## src/verilog/axis_pkg.sv

```systemverilog
// Shared types and constants for the axis homing and manual-motion sequencer.
package axis_pkg;

    // ------------------------------------------------------------------
    // Clock and timing
    // ------------------------------------------------------------------
    localparam int unsigned CLK_HZ = 10_000_000;
    localparam int unsigned MS_PER_S = 1000;
    localparam int unsigned CYC_PER_MS = CLK_HZ / MS_PER_S;
    localparam logic [31:0] CLK_HZ_W = 32'(CLK_HZ);

    // ------------------------------------------------------------------
    // Speeds, directions and sensor positions
    // ------------------------------------------------------------------
    localparam int SPEED_W = 20;
    typedef logic [SPEED_W-1:0] speed_t;
    typedef logic [15:0] msec_t;

    // Speed limit in pulses per second; ramp times run from 0 up to it.
    localparam logic [31:0] SPEED_LIMIT = 32'h0001_86a0;

    localparam logic CLOCKWISE_DIRECTION = 1'b0;
    localparam logic COUNTER_CLOCKWISE_DIRECTION = 1'b1;

    localparam int SN_APPROACH = 0;
    localparam int SN_MARKER = 1;
    localparam int SN_INDEX = 2;
    localparam int SN_UPPER = 3;
    localparam int SN_LOWER = 4;
    localparam int SN_COUNT = 5;

    // ------------------------------------------------------------------
    // Modes and carriers
    // ------------------------------------------------------------------
    typedef enum logic [2:0] {
        HM_DOG_RELEASED,
        HM_DOG_HELD,
        HM_DOG_ONLY,
        HM_LIMIT_MARKER,
        HM_LIMIT_ONLY
    } home_method_t;

    typedef struct packed {
        home_method_t method;
        logic home_dir;
        logic marker_is_index;
        logic signed [31:0] home_addr;
        speed_t home_high;
        speed_t home_low;
        logic signed [31:0] home_comp;
        msec_t home_acc_ms;
        msec_t home_dec_ms;
        msec_t dwell_ms;
        speed_t jog_high;
        speed_t jog_low;
        msec_t jog_acc_ms;
        msec_t jog_dec_ms;
        speed_t inch_speed;
    } axis_cfg_t;

    typedef struct packed {
        speed_t target;
        msec_t acc_ms;
        msec_t dec_ms;
    } ramp_cmd_t;

    typedef struct packed {
        logic busy;
        logic homed;
        logic home_error;
        logic pos_done;
        logic cmd_rejected;
    } axis_status_t;

    // Parameter set as delivered before software changes it.
    localparam axis_cfg_t CFG_DEFAULT = '{
        method: HM_DOG_RELEASED,
        home_dir: COUNTER_CLOCKWISE_DIRECTION,
        marker_is_index: 1'b0,
        home_addr: 32'sh0000_0000,
        home_high: 20'h0_1388,
        home_low: 20'h0_01f4,
        home_comp: 32'sh0000_0000,
        home_acc_ms: 16'h03e8,
        home_dec_ms: 16'h03e8,
        dwell_ms: 16'h0000,
        jog_high: 20'h0_1388,
        jog_low: 20'h0_03e8,
        jog_acc_ms: 16'h03e8,
        jog_dec_ms: 16'h03e8,
        inch_speed: 20'h0_0064
    };

endpackage

```

## src/verilog/motion_ramp.sv

```systemverilog
// Speed ramp and pulse-train generator for one axis.
`timescale 1ns/10ps
module motion_ramp #(
    parameter int MS_CYCLES = axis_pkg::CYC_PER_MS
) (
    input wire logic clk_sys,
    input wire logic rst_n,
    input wire logic ce,
    input wire axis_pkg::ramp_cmd_t cmd,
    input wire logic halt,
    output logic step,
    output axis_pkg::speed_t speed,
    output logic at_speed,
    output logic stopped
);
    import axis_pkg::*;

    logic [31:0] ramp_acc;
    logic [31:0] phase;
    logic [31:0] thr;
    logic [31:0] next_acc;
    logic [31:0] next_phase;
    logic [31:0] delta;

    // Ramp time in cycles; a zero time is taken as one millisecond.
    function automatic logic [31:0] ramp_cycles(input msec_t ms);
        msec_t eff;
        eff = (ms == 16'h0000) ? 16'h0001 : ms;
        return 32'(eff) * 32'(MS_CYCLES);
    endfunction

    always_comb begin
        thr = (speed > cmd.target) ? ramp_cycles(cmd.dec_ms)
                                   : ramp_cycles(cmd.acc_ms);
        next_acc = ramp_acc + SPEED_LIMIT;
        delta = next_acc / thr;
        next_phase = phase + 32'(speed);
    end

    assign at_speed = (speed == cmd.target);
    assign stopped = (speed == '0);

    // ------------------------------------------------------------------
    // Speed ramp
    // ------------------------------------------------------------------
    // The slope reaches the speed limit in the ramp time.
    always_ff @(posedge clk_sys) begin
        if (!rst_n) begin
            speed <= '0;
            ramp_acc <= 32'h0000_0000;
        end else if (ce) begin
            if (halt) begin
                speed <= '0;
                ramp_acc <= 32'h0000_0000;
            end else if (speed == cmd.target) begin
                ramp_acc <= 32'h0000_0000;
            end else if (next_acc >= thr) begin
                ramp_acc <= next_acc % thr;
                if (speed > cmd.target) begin
                    speed <= (32'(speed - cmd.target) > delta)
                             ? speed - speed_t'(delta) : cmd.target;
                end else begin
                    speed <= (32'(cmd.target - speed) > delta)
                             ? speed + speed_t'(delta) : cmd.target;
                end
            end else begin
                ramp_acc <= next_acc;
            end
        end
    end

    // ------------------------------------------------------------------
    // Pulse train
    // ------------------------------------------------------------------
    always_ff @(posedge clk_sys) begin
        if (!rst_n) begin
            phase <= 32'h0000_0000;
            step <= 1'b0;
        end else if (ce) begin
            if (next_phase >= CLK_HZ_W) begin
                phase <= next_phase - CLK_HZ_W;
                step <= 1'b1;
            end else begin
                phase <= next_phase;
                step <= 1'b0;
            end
        end
    end

endmodule

```

## src/verilog/axis_homing_jog_sequencer.sv

```systemverilog
// Homing, jog and inching sequencer for one pulse-driven axis.
//
// Summary of operation
// - Homing seeks in home direction at home high speed, homing ramps.
// - Approach slows to low speed; marker then stops and loads home.
// - Released method: marker while slowing or approach on gives no home.
// - Held method: marker with approach off gives no home.
// - Index as marker is ignored at high speed or slowing.
// - Limit before approach: sudden stop, reverse at same speed.
// - Limits during seek and creep stop at once, no deceleration ramp; compensation ignores them.
// - After limit reversal, first approach stops and reverses.
// - Approach only: home at third approach edge, last leg slow.
// - Limit then marker: sudden stop, reverse slowly, home on marker.
// - Limit only: reverse slowly until limit releases, home there.
// - Compensation moves at low speed before the home address loads.
// - Completion rises after the last pulse and the dwell time.
// - Jog speed is high or low by the select bit at start.
// - Jog counts position only once homed.
// - Jog ramps with jog acceleration and deceleration times.
// - Inching moves a distance at inching speed; unhomed keeps position.
`timescale 1ns/10ps
module axis_homing_jog_sequencer #(
    parameter int MS_CYCLES = axis_pkg::CYC_PER_MS
) (
    input wire logic clk_sys,
    input wire logic rst_n,
    input wire logic ce,
    input wire axis_pkg::axis_cfg_t cfg,
    input wire logic home_start,
    input wire logic jog_start,
    input wire logic jog_high_sel,
    input wire logic jog_dir,
    input wire logic jog_stop,
    input wire logic inch_start,
    input wire logic inch_dir,
    input wire logic [31:0] inch_distance,
    input wire logic approach,
    input wire logic marker,
    input wire logic enc_index,
    input wire logic upper_limit,
    input wire logic lower_limit,
    output logic step_pulse,
    output logic step_dir,
    output logic signed [31:0] position,
    output axis_pkg::axis_status_t status
);
    import axis_pkg::*;

    typedef enum logic [2:0] {
        S_IDLE,
        S_SEEK,
        S_STOP,
        S_CREEP,
        S_COMP,
        S_JOG,
        S_INCH,
        S_DWELL
    } state_t;

    typedef enum logic [2:0] {
        AF_REV_FAST,
        AF_REV_SLOW,
        AF_HOME,
        AF_SET,
        AF_ERROR,
        AF_DONE,
        AF_IDLE
    } after_t;

    state_t state;
    after_t after;
    logic dir;
    logic reversed;
    logic dog_hits;
    logic jog_fast;
    logic halt;
    logic homed;
    logic home_error;
    logic pos_done;
    logic cmd_rejected;
    logic [31:0] remain;
    logic [31:0] dwell_cnt;
    logic [31:0] dwell_target;
    msec_t rc_acc;
    msec_t rc_dec;
    ramp_cmd_t rcmd;
    speed_t speed;
    logic at_speed;
    logic stopped;
    logic [SN_COUNT-1:0] pins;
    logic [SN_COUNT-1:0] s1;
    logic [SN_COUNT-1:0] s2;
    logic [SN_COUNT-1:0] s3;
    logic [SN_COUNT-1:0] sens;
    logic [SN_COUNT-1:0] sens_prev;
    logic [SN_COUNT-1:0] rise;
    logic ahead_limit;
    logic back_fall;
    logic marker_ev;
    logic limit_method;
    logic creep_hit;
    logic creep_ok;
    logic home_load;
    logic any_start;

    function automatic logic [31:0] magnitude(input logic signed [31:0] v);
        return v[31] ? 32'(-v) : 32'(v);
    endfunction

    // ------------------------------------------------------------------
    // Sensor input conditioning
    // ------------------------------------------------------------------
    assign pins = {lower_limit, upper_limit, enc_index, marker, approach};

    // A level is taken once the second and third stages agree.
    always_ff @(posedge clk_sys) begin
        if (!rst_n) begin
            s1 <= '0;
            s2 <= '0;
            s3 <= '0;
            sens <= '0;
            sens_prev <= '0;
        end else if (ce) begin
            s1 <= pins;
            s2 <= s1;
            s3 <= s2;
            sens <= (s2 & s3) | (sens & (s2 | s3));
            sens_prev <= sens;
        end
    end

    assign rise = sens & ~sens_prev;
    assign ahead_limit = (dir == COUNTER_CLOCKWISE_DIRECTION)
                         ? sens[SN_LOWER] : sens[SN_UPPER];
    assign back_fall = (dir == COUNTER_CLOCKWISE_DIRECTION)
                       ? (sens_prev[SN_UPPER] & ~sens[SN_UPPER])
                       : (sens_prev[SN_LOWER] & ~sens[SN_LOWER]);
    assign marker_ev = cfg.marker_is_index ? rise[SN_INDEX] : rise[SN_MARKER];
    assign limit_method = (cfg.method == HM_LIMIT_MARKER) ||
                          (cfg.method == HM_LIMIT_ONLY);
    assign any_start = home_start | jog_start | inch_start;

    // ------------------------------------------------------------------
    // Home detection at low speed
    // ------------------------------------------------------------------
    always_comb begin
        unique case (cfg.method)
            HM_DOG_RELEASED: begin
                creep_hit = marker_ev &&
                            (at_speed || !cfg.marker_is_index);
                creep_ok = at_speed && !sens[SN_APPROACH];
            end
            HM_DOG_HELD: begin
                creep_hit = marker_ev && at_speed;
                creep_ok = sens[SN_APPROACH];
            end
            HM_DOG_ONLY: begin
                creep_hit = rise[SN_APPROACH];
                creep_ok = 1'b1;
            end
            HM_LIMIT_MARKER: begin
                creep_hit = marker_ev && at_speed;
                creep_ok = 1'b1;
            end
            HM_LIMIT_ONLY: begin
                creep_hit = back_fall;
                creep_ok = 1'b1;
            end
            default: begin
                creep_hit = 1'b0;
                creep_ok = 1'b0;
            end
        endcase
    end

    // ------------------------------------------------------------------
    // Speed selection for the ramp
    // ------------------------------------------------------------------
    always_comb begin
        rcmd.acc_ms = rc_acc;
        rcmd.dec_ms = rc_dec;
        unique case (state)
            S_SEEK: rcmd.target = cfg.home_high;
            S_CREEP, S_COMP: rcmd.target = cfg.home_low;
            S_JOG: rcmd.target = jog_fast ? cfg.jog_high
                                          : cfg.jog_low;
            S_INCH: rcmd.target = cfg.inch_speed;
            default: rcmd.target = '0;
        endcase
    end

    motion_ramp #(
        .MS_CYCLES(MS_CYCLES)
    ) u_ramp (
        .clk_sys(clk_sys),
        .rst_n(rst_n),
        .ce(ce),
        .cmd(rcmd),
        .halt(halt),
        .step(step_pulse),
        .speed(speed),
        .at_speed(at_speed),
        .stopped(stopped)
    );

    // ------------------------------------------------------------------
    // Sequencer
    // ------------------------------------------------------------------
    always_ff @(posedge clk_sys) begin
        if (!rst_n) begin
            state <= S_IDLE;
            after <= AF_IDLE;
            dir <= COUNTER_CLOCKWISE_DIRECTION;
            reversed <= 1'b0;
            dog_hits <= 1'b0;
            jog_fast <= 1'b0;
            halt <= 1'b0;
            homed <= 1'b0;
            home_error <= 1'b0;
            pos_done <= 1'b0;
            cmd_rejected <= 1'b0;
            remain <= 32'h0000_0000;
            rc_acc <= 16'h0000;
            rc_dec <= 16'h0000;
        end else if (ce) begin
            halt <= 1'b0;
            cmd_rejected <= (state != S_IDLE) && any_start;
            unique case (state)
                S_IDLE: begin
                    if (home_start) begin
                        state <= S_SEEK;
                        dir <= cfg.home_dir;
                        rc_acc <= cfg.home_acc_ms;
                        rc_dec <= cfg.home_dec_ms;
                        reversed <= 1'b0;
                        dog_hits <= 1'b0;
                        homed <= 1'b0;
                        home_error <= 1'b0;
                        pos_done <= 1'b0;
                    end else if (jog_start) begin
                        state <= S_JOG;
                        dir <= jog_dir;
                        jog_fast <= jog_high_sel;
                        rc_acc <= cfg.jog_acc_ms;
                        rc_dec <= cfg.jog_dec_ms;
                        pos_done <= 1'b0;
                    end else if (inch_start) begin
                        state <= (inch_distance == '0) ? S_DWELL : S_INCH;
                        dir <= inch_dir;
                        remain <= inch_distance;
                        rc_acc <= cfg.jog_acc_ms;
                        rc_dec <= cfg.jog_dec_ms;
                        pos_done <= 1'b0;
                    end
                end
                S_SEEK: begin
                    if (ahead_limit) begin
                        halt <= 1'b1;
                        state <= S_STOP;
                        reversed <= 1'b1;
                        after <= limit_method ? AF_REV_SLOW
                                              : AF_REV_FAST;
                    end else if (rise[SN_APPROACH] && !limit_method) begin
                        if (cfg.method == HM_DOG_ONLY) begin
                            state <= S_STOP;
                            after <= dog_hits ? AF_REV_SLOW : AF_REV_FAST;
                            dog_hits <= 1'b1;
                        end else if (reversed) begin
                            state <= S_STOP;
                            after <= AF_REV_FAST;
                            reversed <= 1'b0;
                        end else begin
                            state <= S_CREEP;
                        end
                    end
                end
                S_CREEP: begin
                    if (ahead_limit) begin
                        halt <= 1'b1;
                        state <= S_STOP;
                        after <= AF_ERROR;
                    end else if (creep_hit) begin
                        halt <= 1'b1;
                        state <= S_STOP;
                        after <= creep_ok ? AF_HOME : AF_ERROR;
                    end
                end
                S_COMP, S_INCH: begin
                    if (state == S_INCH && ahead_limit) begin
                        halt <= 1'b1;
                        state <= S_STOP;
                        after <= AF_DONE;
                    end else if (step_pulse) begin
                        remain <= remain - 1'b1;
                        if (remain == 32'h0000_0001) begin
                            halt <= 1'b1;
                            state <= S_STOP;
                            after <= (state == S_COMP) ? AF_SET : AF_DONE;
                        end
                    end
                end
                S_JOG: begin
                    if (ahead_limit) begin
                        halt <= 1'b1;
                        state <= S_STOP;
                        after <= AF_IDLE;
                    end else if (jog_stop) begin
                        state <= S_STOP;
                        after <= AF_IDLE;
                    end
                end
                S_STOP: begin
                    if (stopped) begin
                        unique case (after)
                            AF_REV_FAST: begin
                                dir <= ~dir;
                                state <= S_SEEK;
                            end
                            AF_REV_SLOW: begin
                                dir <= ~dir;
                                state <= S_CREEP;
                            end
                            AF_HOME: begin
                                if (cfg.home_comp != 0) begin
                                    state <= S_COMP;
                                    remain <= magnitude(cfg.home_comp);
                                    dir <= cfg.home_comp[31];
                                end else begin
                                    homed <= 1'b1;
                                    state <= S_DWELL;
                                end
                            end
                            AF_SET: begin
                                homed <= 1'b1;
                                state <= S_DWELL;
                            end
                            AF_ERROR: begin
                                home_error <= 1'b1;
                                state <= S_IDLE;
                            end
                            AF_DONE: state <= S_DWELL;
                            AF_IDLE: state <= S_IDLE;
                        endcase
                    end
                end
                S_DWELL: begin
                    if (dwell_cnt >= dwell_target) begin
                        pos_done <= 1'b1;
                        state <= S_IDLE;
                    end
                end
            endcase
        end
    end

    // ------------------------------------------------------------------
    // Dwell timer
    // ------------------------------------------------------------------
    assign dwell_target = 32'(cfg.dwell_ms) * 32'(MS_CYCLES);

    always_ff @(posedge clk_sys) begin
        if (!rst_n) begin
            dwell_cnt <= 32'h0000_0000;
        end else if (ce) begin
            if (state == S_DWELL) begin
                dwell_cnt <= dwell_cnt + 1'b1;
            end else begin
                dwell_cnt <= 32'h0000_0000;
            end
        end
    end

    // ------------------------------------------------------------------
    // Current position
    // ------------------------------------------------------------------
    // Pulses made while homing are not counted.
    assign home_load = (state == S_STOP) && stopped &&
                       ((after == AF_SET) ||
                        (after == AF_HOME && cfg.home_comp == 0));

    always_ff @(posedge clk_sys) begin
        if (!rst_n) begin
            position <= 32'sh0000_0000;
        end else if (ce) begin
            if (home_load) begin
                position <= cfg.home_addr;
            end else if (step_pulse && homed) begin
                if (dir == COUNTER_CLOCKWISE_DIRECTION) begin
                    position <= position - 32'sh0000_0001;
                end else begin
                    position <= position + 32'sh0000_0001;
                end
            end
        end
    end

    assign step_dir = dir;
    assign status.busy = (state != S_IDLE);
    assign status.homed = homed;
    assign status.home_error = home_error;
    assign status.pos_done = pos_done;
    assign status.cmd_rejected = cmd_rejected;

endmodule

```

## config.mk

```make
export PLATFORM = sky130hd
export DESIGN_NAME = axis_homing_jog_sequencer
export DESIGN_NICKNAME = d
export VERILOG_FILES = /design/src/verilog/axis_pkg.sv /design/src/verilog/motion_ramp.sv /design/src/verilog/axis_homing_jog_sequencer.sv
export SDC_FILE = /design/constraint.sdc
export NUM_CORES = 2
export LEC_CHECK = 0
export BUFFER_PORTS_ARGS = -buffer_cell sky130_fd_sc_hd__buf_4
export CAP_MARGIN = 30
export CORE_MARGIN = 2
export CORE_UTILIZATION = 45
export DETAILED_ROUTE_END_ITERATION = 8
export PLACE_DENSITY = 0.66
export SYNTH_ARGS = -nofsm -noshare
export SYNTH_HDL_FRONTEND = slang
export SYNTH_SLANG_ARGS = --single-unit
```

## constraint.sdc

```tcl
create_clock -name clk_sys -period 125 [get_ports clk_sys]
set_clock_uncertainty 0.15 [all_clocks]
set_input_delay 12.5 -clock clk_sys [delete_from_list [all_inputs] [get_ports clk_sys]]
set_output_delay 12.5 -clock clk_sys [all_outputs]
set_load 0.05 [all_outputs]
```

==> out/results.ini <==
[grt]
initial_antenna_violation_count = 5
largest_net_degree_at_the_start_of_global_routing = 96
vias_in_the_first_global_route = 52495
grtUsageTotal_pct = 31.9
grt_first_pass_wirelength_um = 306000
gr-total-overflow = 0

[synth]
post_synth_and_or_nand_nor_area_fraction_pct = 21.8
synth-adder-area-share_pct = 24.8
netlist_instances = 7254
synth-edff-count = 0
synth_seq_area_share_pct = 9.43
netlist_area_sq_um = 53100
synthXorXnorAreaFrac_pct = 8.58
ys_async_sr_fraction_pct = 0
largest_family_of_logic_cells_by_synthesized_area = adder cells
prevailing_post_synth_register_cell = dfxtp_1
syn-mean-instance-area_sq_um = 7.32
yosys-top-cells-area = ha_1, dfxtp_1, xnor2_1
yosys_warnings = 0
synth_top_area_cell = ha_1
synthesized_nets = 8537
post_synth_num_cell_types = 99
yosysTopAreaCellShare_pct = 20.7
synth-seq-cells = 250
synthMuxAreaShare_pct = 4.91
synth-compound-area-share_pct = 24.5

[clocking]
clkSlewWorstSetupHoldPaths_ns = 0.06
cts_num_sinks = 250
cts_hold_repair.buffers = 0
clkLatencyLatePin_ns = 0.62
cts_max_level = 1
num_cts_buffers = 31
buffers_from_clock_root_to_sink_at_most = 3
tritoncts = done
cts.root.buffer_cell = clkbuf_16
post_cts_resize_count = 0
post_cts.repair.setup_buffers = 0

[flow_run]
cap_viol_max_count = 0

[worst_setup_path]
timing.critical_path.buf_inv = 32
cp_top_family = compound AO/OA/AOI/OAI gates
slowest_stage_delay_cp_ns = 0.90
crit-reg2reg-launch = rc_acc[13]$_SDFFE_PN0P_
ff2ff_setup_slack_ns = 26.24
r2r.worst_path.cells = 378
worst-setup-path-type = input pin to flop
worstPathRequired_ns = 125.35
crit_arrival_ns = 108.51
worstSetupEndpointType = flop
startpoint_type = input pin
largest_driver_fanout_on_the_critical_path = 55
max_stage_delay_cell_worst_path = nor4_2
timing.rr.end = u_ramp.speed[19]$_SDFFE_PN0P_
worst_path_most_repeated_cell = o21a_1

[hold_path]
holdCritStartpoint = s3[4]$_SDFFE_PN0P_
holdPathEnd = sens[4]$_SDFFE_PN0P_
hold_path.class = flop to flop
timing.hold.worst_path_depth = 2

[floorplanning]
start_util_pct = 45.1
core_region_area_sq_um = 118000
die_area_sq_um = 121000
fp.dieW_um = 348
dieHeight_um = 348
placementRows = 126
number_of_top_level_pins = 335

[detailed_routing]
drt_pass1_iterations = 6
ratio_of_routed_vias_to_standard_cells = 6.12
drt_iter0_markers = 4988
routed-via-count = 55287
drcViolationCount = 0
routed_wire_length_um = 200000
avgRoutedWirePerCell_um = 22.1
drtAntennaViolNets = 0

[sta]
setup-tns-final_ns = 0
max_slew_violation_total_from_the_final_report = 0
final_critical_delay_including_setup_and_external_delays_ns = 108.16
setup_failing_eps_final = 0
timing.slew.headroom_pct = 23.9
rsz0062_at_grt = false
worst_slew_pin_slew_ns = 1.13
report.final.hold_viol_count = 0
fin_crit_sh_pct = 86.5
fin_ws_ns = 16.84
maxClockFrequency_mhz = 9.25

[layout]
final.fill_count = 11795
regArea_sq_um = 5010
syn_to_final_growth_pct = 10.4
design.final.nets = 8748
fraction_of_layout_instances_using_a_drive_strength_above_1_pct = 9.60
multi_input_combinational_cell_area_sq_um = 45100

[placed_design]
detailedPlace.worstSlack_ns = 18.80
numPortBuffers = 334
place_hpwl_um = 159000
gp_congestion = 1.01

[status]
status = finished clean

[per-stage QoR]
step	util (%)	area [sq um]	std cells	hold WS (ns)
final	49.9	58600	9030	0.318
after global routing	49.9	58600	9029	0.343
after CTS	49.8	58600	9026	0.318
after detailed placement	48.9	57500	8968	0.307
after global placement	48.8	57400	8961	0.294
after floorplan	-	53100	7254	0.279
[cell type report]
cell class / count / area share (%)
sequential: 250 / 8.54
inverter: 556 / 3.57
antenna: 4 / 0.0171
timing repair buffer: 444 / 5.68
clock inverter: 19 / 0.472
tap: 1536 / 3.28
clock buffer: 39 / 1.46
multi-input combinational: 6182 / 77.0
[cells in the mapped netlist, types with 32 or more instances]
cell type and instances:
a21o_1 179, a31oi_1 67, a21oi_1 501, nand2_1 602, nor2b_1 90, nor2_1 759, o21ai_0 428, or3_1 85
and3_1 67, and2_1 58, nand2b_1 80, nor4_1 56, xnor2_1 326, fa_1 109, ha_1 878, mux2_2 61
inv_1 539, nand4_1 66, a22oi_1 32, o21bai_1 54, o21a_1 146, a211oi_1 113, mux2i_1 192, dfxtp_1 250
xor2_1 194, o31ai_1 53, nand3_1 139, nor3_1 256, buf_1 36, clkbuf_1 200, or2_2 58, o211ai_1 67
[routing by layer]
metal	vias to the layer above	global-route usage [%]	routed length (um)
li1	26591	-	-
met1	26283	42.3	86500
met2	2040	52.5	89700
met3	371	4.55	15500
met4	2	11.3	7850
met5	-	0	13
[state kept, by name, indices dropped and copies added, names as in the netlist, 3 cells and up]
register and count:
dwell_cnt 32, position 32, rc_dec 16, sens_prev 5, u_ramp.phase 32, remain 32
s1 5, s2 5, u_ramp.speed 20, state 3, u_ramp.ramp_acc 29, sens 5
after 3, rc_acc 16, s3 5
[placed cells by master (no fill, tap or decap), types with 25 or more instances in the layout]
cell and instances:
a211o_1 25, a211oi_1 112, a21o_1 179, a21oi_1 494, a221oi_1 29, a22oi_1 32, a31oi_1 67, and2_1 57
and3_1 66, buf_4 440, clkbuf_16 31, dfxtp_1 248, fa_1 109, ha_1 878, inv_1 537, mux2_2 61
mux2i_1 185, nand2_1 601, nand2b_1 79, nand3_1 139, nand4_1 66, nor2_1 757, nor2b_1 89, nor3_1 253
nor4_1 55, o211ai_1 67, o21a_1 146, o21ai_0 424, o21bai_1 54, o22ai_1 27, o31ai_1 53, or2_2 58
or3_1 85, xnor2_1 326, xor2_1 194
[how the worst max path moves through the flow]
stage | start | endpoint | slack [ns] | depth (start not counted)
4_1_cts | cfg[82] | u_ramp.speed[19]$_SDFFE_PN0P_ | 19.07 | 370
5_1_grt | cfg[73] | u_ramp.speed[19]$_SDFFE_PN0P_ | 10.36 | 375
6_report | cfg[82] | u_ramp.speed[19]$_SDFFE_PN0P_ | 16.84 | 370
3_3_place_gp | cfg[82] | u_ramp.speed[19]$_SDFFE_PN0P_ | 21.43 | 365
3_5_place_dp | cfg[82] | u_ramp.speed[19]$_SDFFE_PN0P_ | 18.80 | 370
2_1_floorplan | cfg[73] | u_ramp.speed[18]$_SDFFE_PN0P_ | 33.53 | 392
[cells by family after synthesis]
group,Yosys count
xor+xnor,520
simple gates,2432
fa+ha+maj,987
flops,250
compound gates,1990
mux,253
buf+inv,822
[worst min-delay path, cell delays in order (launching register included)]
cell and delay (ns):
dfxtp_1 0.31, nand2_1 0.05, a21oi_1 0.06
Power is not shown: default switching activity piles up to over one toggle a cycle in this logic, so the estimate is an artifact.
